`src/timer_pkg.sv`:
```
// constants and register map of the prescaled interval timer
`default_nettype none
package timer_pkg;
	localparam logic [4:0] ADDR_COUNT = 5'h00;
	localparam logic [4:0] ADDR_SCALE = 5'h04;
	localparam logic [4:0] ADDR_PERIOD = 5'h08;
	localparam logic [4:0] ADDR_CTRL = 5'h0C;
	localparam logic [4:0] ADDR_STATUS = 5'h10;
	localparam logic [4:0] ADDR_MASK = 5'h14;
	localparam int CTRL_EN_BIT = 0;
	localparam int IRQ_ZERO_BIT = 0;
	localparam logic [15:0] COUNT_RESET = 16'h0000;
	localparam logic [7:0] SCALE_RESET = 8'h00;
	localparam logic [15:0] PERIOD_RESET = 16'h0000;
	localparam logic CTRL_EN_RESET = 1'b0;
	localparam logic MASK_RESET = 1'b0;
endpackage
`default_nettype wire

```
`src/prescale_counter.sv`:
```
// prescaler: one tick every scale+1 cycles
`default_nettype none
module prescale_counter #(
	parameter int W = 8
) (
	input wire logic mclk, // clock
	input wire logic rst_n, // sync reset, active low
	input wire logic run, // counting allowed
	input wire logic restart, // reload from scale now
	input wire logic [W-1:0] scale, // cycles per tick minus one
	output logic tick // one-cycle decrement pulse
);
	typedef struct packed {
		logic [W-1:0] cnt;
		logic tick;
	} pre_state_t;
	pre_state_t state_reg;
	pre_state_t state_next;

	// count down, reload on expiry and issue a pulse
	always_comb begin
		state_next = state_reg;
		state_next.tick = 1'b0;
		if (restart || !run) begin
			state_next.cnt = scale;
		end else if (state_reg.cnt == '0) begin
			state_next.cnt = scale;
			state_next.tick = 1'b1;
		end else begin
			state_next.cnt = state_reg.cnt - 1'b1;
		end
	end

	// state register
	always_ff @(posedge mclk) begin
		if (!rst_n) begin
			state_reg <= '0;
		end else begin
			state_reg <= state_next;
		end
	end
	assign tick = state_reg.tick;
endmodule
`default_nettype wire

```
`src/prescaled_interval_timer.sv`:
```
// interval timer with prescaler behind a classic wishbone slave
//
// Design decisions made here: the Wishbone slave port and the placing of the registers.
`default_nettype none
module prescaled_interval_timer
	import timer_pkg::*;
#(
	parameter int CW = 16,
	parameter int SW = 8
) (
	input wire logic mclk, // 100 MHz clock
	input wire logic rst_n, // sync reset, active low
	input wire logic wb_cyc_i, // bus cycle
	input wire logic wb_stb_i, // strobe
	input wire logic wb_we_i, // write enable
	input wire logic [4:0] wb_adr_i, // byte address
	input wire logic [3:0] wb_sel_i, // byte lanes
	input wire logic [31:0] wb_dat_i, // write data
	output logic [31:0] wb_dat_o, // read data
	output logic wb_ack_o, // acknowledge
	output logic timer_irq // level interrupt request
);
	typedef struct packed {
		logic [CW-1:0] count;
		logic [SW-1:0] scale;
		logic [CW-1:0] period;
		logic enable;
		logic status;
		logic mask;
		logic irq;
		logic ack;
		logic [31:0] rdata;
	} tmr_state_t;
	tmr_state_t state_reg;
	tmr_state_t state_next;
	logic tick;
	logic req;
	logic wr;
	logic restart;

	assign req = wb_cyc_i && wb_stb_i && !state_reg.ack;
	assign wr = req && wb_we_i;
	// rewriting the scale restarts the prescale period
	assign restart = wr && (wb_adr_i == ADDR_SCALE) && wb_sel_i[0];

	// tick source for the count, fed the scale as it will stand
	// so that a restart loads the value just written
	prescale_counter #(
		.W(SW)
	) u_pre (
		.mclk(mclk),
		.rst_n(rst_n),
		.run(state_reg.enable),
		.restart(restart),
		.scale(state_next.scale),
		.tick(tick)
	);

	// counter, registers, bus answer and interrupt
	always_comb begin
		logic zero_evt;
		zero_evt = 1'b0;
		state_next = state_reg;
		state_next.ack = req;
		// count and reload
		if (state_reg.enable && tick) begin
			if (state_reg.count == '0) begin
				state_next.count = state_reg.period;
				zero_evt = 1'b1;
			end else begin
				state_next.count = state_reg.count - 1'b1;
			end
		end
		// register writes, software beats the counter on the count
		if (wr) begin
			case (wb_adr_i)
				ADDR_COUNT: begin
					if (wb_sel_i[0]) state_next.count[7:0] = wb_dat_i[7:0];
					if (wb_sel_i[1]) state_next.count[15:8] = wb_dat_i[15:8];
				end
				ADDR_SCALE: begin
					if (wb_sel_i[0]) state_next.scale = wb_dat_i[7:0];
				end
				ADDR_PERIOD: begin
					if (wb_sel_i[0]) state_next.period[7:0] = wb_dat_i[7:0];
					if (wb_sel_i[1]) state_next.period[15:8] = wb_dat_i[15:8];
				end
				ADDR_CTRL: begin
					if (wb_sel_i[0]) state_next.enable = wb_dat_i[CTRL_EN_BIT];
				end
				ADDR_STATUS: begin
					if (wb_sel_i[0] && wb_dat_i[IRQ_ZERO_BIT])
						state_next.status = 1'b0;
				end
				ADDR_MASK: begin
					if (wb_sel_i[0]) state_next.mask = wb_dat_i[IRQ_ZERO_BIT];
				end
				default: begin
				end
			endcase
		end
		// a new zero event wins over a clear in the same cycle
		if (zero_evt) state_next.status = 1'b1;
		state_next.irq = state_next.status && state_next.mask;
		// read data, unmapped addresses read zero
		state_next.rdata = 32'h0000_0000;
		if (req && !wb_we_i) begin
			case (wb_adr_i)
				ADDR_COUNT: state_next.rdata[15:0] = state_reg.count;
				ADDR_SCALE: state_next.rdata[7:0] = state_reg.scale;
				ADDR_PERIOD: state_next.rdata[15:0] = state_reg.period;
				ADDR_CTRL: state_next.rdata[0] = state_reg.enable;
				ADDR_STATUS: state_next.rdata[0] = state_reg.status;
				ADDR_MASK: state_next.rdata[0] = state_reg.mask;
				default: state_next.rdata = 32'h0000_0000;
			endcase
		end
	end

	// state register
	always_ff @(posedge mclk) begin
		if (!rst_n) begin
			state_reg <= '0;
			state_reg.count <= COUNT_RESET;
			state_reg.scale <= SCALE_RESET;
			state_reg.period <= PERIOD_RESET;
			state_reg.enable <= CTRL_EN_RESET;
			state_reg.mask <= MASK_RESET;
		end else begin
			state_reg <= state_next;
		end
	end

	assign wb_ack_o = state_reg.ack;
	assign wb_dat_o = state_reg.rdata;
	assign timer_irq = state_reg.irq;
endmodule
`default_nettype wire

```
`config.mk`:
```
export PLATFORM = sky130hd
export DESIGN_NAME = prescaled_interval_timer
export DESIGN_NICKNAME = d
export VERILOG_FILES = /design/src/timer_pkg.sv /design/src/prescale_counter.sv /design/src/prescaled_interval_timer.sv
export SDC_FILE = /design/constraint.sdc
export NUM_CORES = 1
export LEC_CHECK = 0
export BUFFER_PORTS_ARGS = -buffer_cell sky130_fd_sc_hd__buf_2
export CORE_AREA = 2 2 89 91
export CTS_BUF_LIST = sky130_fd_sc_hd__clkbuf_8
export DETAILED_ROUTE_END_ITERATION = 7
export DIE_AREA = 0 0 91 93
export GPL_ROUTABILITY_DRIVEN = 0
export GPL_TIMING_DRIVEN = 1
export PLACE_DENSITY = 0.77
export SLEW_MARGIN = 25
export SYNTH_ARGS = -nofsm -noshare
export SYNTH_HDL_FRONTEND = slang
export SYNTH_HIERARCHICAL = 1
export SYNTH_SLANG_ARGS = --single-unit
```
`constraint.sdc`:
```
create_clock -name mclk -period 2.1 [get_ports mclk]
set_clock_uncertainty 0.2 [all_clocks]
set_input_delay 0.42 -clock mclk [delete_from_list [all_inputs] [get_ports mclk]]
set_output_delay 0.42 -clock mclk [all_outputs]
set_load 0.02 [all_outputs]
```
== Word level (Yosys, flattened, before mapping) ==
Index checks and enable logic that the tools add are counted.
W data, S select, Z words.

* $add $sub $neg: 2
* Equal/unequal tests: 5
* Muxes and demuxes: 26
* Bitwise logic cells: 1
* Reduce and logical (&&, ||, !) cells: 21

{| class="wikitable"
|+ Operators with widths
! cell !! count
|-
| $mux W16 || 4
|-
| $mux W8 || 8
|-
| $mux W43 || 1
|-
| $pmux W7 S3 || 1
|-
| $logic_not A16 Y1 || 1
|-
| $pmux W8 S2 || 1
|-
| $sub A16 B1 Y16 const B || 1
|-
| $eq A5 B4 Y1 const B || 2
|-
| $eq A5 B5 Y1 const B || 2
|-
| $mux W1 || 10
|-
| $logic_and A1 B1 Y1 || 9
|-
| $reduce_and A3 Y1 || 3
|-
| $logic_not A8 Y1 || 1
|-
| $sub A8 B1 Y8 const B || 1
|-
| $pmux W1 S6 || 1
|-
| $eq A5 B3 Y1 const B || 1
|-
| $logic_not A5 Y1 || 1
|-
| $logic_not A1 Y1 || 3
|-
| $reduce_and A2 Y1 || 1
|-
| $reduce_or A2 Y1 || 1
|-
| $logic_or A1 B1 Y1 || 1
|-
| $not A1 Y1 || 1
|}

* Bits in registers: 86
* Bits of input ports: 46
* Output and inout bits: 34

== Depth between registers and ports, before layout ==
* Word-level depth: 8
* Depth in mapped cells: 8

== By module ==
Netlist, hierarchy kept.

{| class="wikitable"
|+ By module, submodules not included
! module !! instances !! cells an instance !! area an instance (µm²)
|-
| prescaled_interval_timer || 1 || 369 || 3260.6
|-
| prescale_counter || 1 || 52 || 495.5
|}

== Worst setup path before layout ==
OpenSTA, ideal clock, no wires.

* Path kind: input -> register
* Start point: in wb_adr_i[3]
* End point: reg u_pre/state_reg[5] (netlist name)
* Arrival time: 1.849 ns
* Required time: 1.784 ns
* Setup slack: -0.065 ns
* Cell stages on the path: 7
* Cells stage by stage: buf_2 -> buf_1 -> nor3_1 -> a311oi_4 -> buf_6 -> nand2_1 -> o211a_1

* Word-level cells in the longest chain between the ends: 5
* Elaborated cells between the ends (all ways): 8
* Classes of those cells: 1 x eq/ne; 4 x mux; 3 x reduce/logical

{| class="wikitable"
|+ RTL lines
! element !! RTL line !! source
|-
| start: declaration || prescaled_interval_timer.sv:16 || <nowiki>input wire logic [4:0] wb_adr_i,</nowiki>
|-
| $eq A5 B3 Y1 || prescaled_interval_timer.sv:44 || <nowiki>assign restart = wr && (wb_adr_i == ADDR_SCALE) && wb_sel_i[0];</nowiki>
|-
| $logic_and A1 B1 Y1 (2 in series) || prescaled_interval_timer.sv:44 ||
|-
| via restart || prescaled_interval_timer.sv:39 || <nowiki>logic restart;</nowiki>
|-
| $logic_or A1 B1 Y1 || prescale_counter.sv:24 || <nowiki>if (restart || !run) begin</nowiki>
|-
| $mux W8 || prescale_counter.sv:24 ||
|-
| end signal: assignment || prescale_counter.sv:39 || <nowiki>state_reg <= state_next;</nowiki>
|-
| end: declaration || prescale_counter.sv:17 || <nowiki>pre_state_t state_reg;</nowiki>
|}

The timed path passes the listed nets, and every way through them passes these cells.
A chain may end at the register's enable or synchronous reset.

==> summary.md <==
| Metric | Value |
|---|---|
| Clock slew at reported path FFs | 0.08 ns |
| Final std cells w/o fill | 582 |
| Critical Path RT | 2.14 ns |
| Reg power frac | between 50 and 60% |
| Worst R2R Setup Slack | a little over 0.07 ns |
| Synth area leaders | dfxtp_1 37%, mux2i_1 7.5%, buf_4 7.0%, nor2_1 5.2%, a21oi_1 3.3% |
| Max-cap violations | 0 |
| Initial DRC Count | 211 |
| Finished Cell Area | 0.00432 sq mm |
| CTS Buffer Depth | 2 |
| Worst path bufs/invs | 1 |
| RSZ-0062 raised after global routing | true |
| CP Launch Type | flip-flop |
| Std cell rows | 32 |
| Setup ws final | 0.0720 ns |
| Post-synth top area share | 37.3% |
| Post-Place Cell Area | 0.00411 sq mm |
| Yosys top cell by area | dfxtp_1 |
| Yosys warnings | 6 |
| Count of cell types in the netlist | 64 |
| CP Cell Sequence | and4b_2, nand3_4, nor3_4, buf_12, mux2_2, o21ai_0, a21oi_1 |
| Dpl hpwl | 6330 um |
| Remaining DRCs | 0 |
| Ant. Diodes | 0 |
| CP top delay family | simple AND/OR/NAND/NOR gates |
| Largest stage delay, worst path | about 0.34 ns |
| Total power | around 2.6 mW |
| Final WL | 8700 um |
| EDFF count, synth | 0 |
| Final Hold Fails | 0 |
| HP Class | in -> reg |
| Synthesized flop and latch total | 70 |
| Ports | 80 |
| Max FFs per register | 43 |
| Clock sinks | 70 |
| # setup viols final | 0 |
| Initial Utilization | 49.9% |
| FFs w/ async S/R, synth | 0% |
| DR vias | 3256 |
| Largest net degree at the start of global routing | 40 |
| Number of H-tree branching levels | 3 |
| Commonest cells post-synth | 70 x dfxtp_1, 52 x nor2_1, 35 x buf_4 |
| Initial antenna violation count | 0 |
| Post-Synthesis Cell Area | 0.00376 sq mm |
| First-pass GRT wire length | 14800 um |
| Psw | around 0.61 mW |
| VDD IR-drop max | 444 uV |
| Fin crit period | ~2 ns |
| Most frequent cell after synthesis | dfxtp_1 |
| Sw Ratio | 23.9% |
| CP max FO | 8 |
| Die Y | 93 um |
| Inst Count DP | 565 |
| Ratio of cells with drive above 1 in the final layout | 26.3% |
| Int Power | 1.95 mW |
| Total gr overflow | 0 |
| FMAX | 0.493 GHz |
| Fin nets | 526 |
| Chip width | about 91 um |
| CTS tree | built |
| DRT Pass-1 Iters | 4 |
| Clock share of power | 41.5% |
| Count of final max-slew check failures | 0 |
| Crit-path slowest cell | mux2_2 |
| Post-DRT Antenna Nets | 0 |
| Final hold slack | 0.116 ns |
| Clock latency on the worst-skew pair | 0.35 ns |
| Vias in the first global route | 3233 |
| Sequential element share of the synthesized area | 37.3% |
| Core Region | approximately 0.0075 sq mm |
| Utilization after layout | 57.4% |
| Post-Syn Instances | 421 |
| Main synth FF type | dfxtp_1 |
| Setup crit end kind | flip-flop |
| Power per cell area | 593 mW/mm^2 |
| PortBufs | 45 |
| Leak Pwr | roughly 1.9 nW |
| Area grow syn2layout | 15.1% |
| Final Cycle Share | between 90% and 100% |
| Worst EP arrival | a little over 2 ns |
| Logic gate share of total power | under 10% |
| Avg Inst Size Synth | 8.92 sq um |
| Die ar. | between 0.008 and 0.009 sq mm |
| Drt via density | 5.59 |
| TritonCTS Buffers | 9 |
| Root Driver | clkbuf_8 |
| WL/cell | 14.9 um |
| Total GRT Usage | a little over a fifth |
| Status | complete, no violations |
| Pre-CTS WS | -0.227 ns |
| CP Class | reg -> reg |
| Setup TNS | 0 ns |
[power groups by stage]
stage / sequential (mW) / combinational (mW) / clock, mW
2_1_floorplan: 1.36 / 0.115 / 0
3_3_place_gp: 1.36 / 0.164 / 0
3_5_place_dp: 1.36 / 0.167 / 0
4_1_cts: 1.33 / 0.168 / 1.09
5_1_grt: 1.33 / 0.183 / 1.14
6_report: 1.33 / 0.170 / 1.07
[layout make-up]
class,instances,area [sq um]
Fill cell,670,3200
Multi-Input combinational cell,304,2050
Sequential cell,70,1400
Timing Repair Buffer,80,513
Clock buffer,10,138
Tap cell,102,128
Clock inverter,5,51.3
Inverter,11,41.3
[worst min-delay path, cell delays in order]
cell	delay, ns
buf_2	0.08
mux2i_1	0.05
nor2_1	0.08
[routing by layer]
layer	track usage [%]	vias up	share of wire (%)
met5	0	-	0
met3	5.16	12	4.9
met2	38.6	91	53
met1	24.8	1575	41
li1	-	1578	-
met4	8.96	0	1.3
[cell families after synthesis]
group / synth area share, %
other: 0.0998
adder cells (fa/ha/maj): 1.33
flip-flops: 37.3
XOR/XNOR: 1.63
buffers and inverters: 10.0
AO/OA/AOI/OAI: 15.5
AND/OR/NAND/NOR: 23.6
multiplexers: 10.5
[cells in the final DEF (no fill, tap or decap), drive strengths merged, types with 3 or more instances in the layout]
cell type | Yosys | final
nor2 | 54 | 54
a22oi | 8 | 8
mux2 | 10 | 10
nand3 | 10 | 10
conb | 1 | 16
nor3b | 4 | 4
a31oi | 8 | 8
xnor2 | 4 | 4
inv | 10 | 11
a21oi | 25 | 25
clkinv | 1 | 3
buf | 42 | 80
a221oi | 4 | 4
o211a | 3 | 3
nand4 | 7 | 7
clkbuf | 9 | 10
o21ai | 15 | 15
and2 | 11 | 11
nor3 | 14 | 14
xor2 | 3 | 3
o211ai | 4 | 4
and4 | 3 | 3
nand2 | 25 | 25
nor4 | 7 | 7
ha | 4 | 4
and4b | 3 | 3
dfxtp | 70 | 70
nor2b | 5 | 5
or3 | 3 | 3
mux2i | 28 | 28
[path summary, 6_finish.rpt]
| check | end | cells past startpoint | startpoint |
|---|---|---|---|
| setup / recovery | u_pre/state_reg[8]$_SDFF_PN0_ | 7 | wb_ack_o$_SDFF_PN0_ |
| hold / removal | state_reg[49]$_SDFFE_PN0P_ | 3 | wb_dat_i[12] |
| hold reg to reg | wb_dat_o[4]$_SDFF_PN0_ | 2 | state_reg[57]$_SDFF_PN0_ |
| setup reg to reg | u_pre/state_reg[8]$_SDFF_PN0_ | 7 | wb_ack_o$_SDFF_PN0_ |
[repair_timing]
item | 4_1_cts | 5_1_grt
endpoints found under the setup margin | 2 | 15
endpoints found under the hold margin | 0 | 0
buffers inserted | 2 | 0
pin swaps | 1 | 1
gates resized for setup | 0 | 4
hold buffers | 0 | 0
Note: power is estimated with default switching activity, not from simulation.
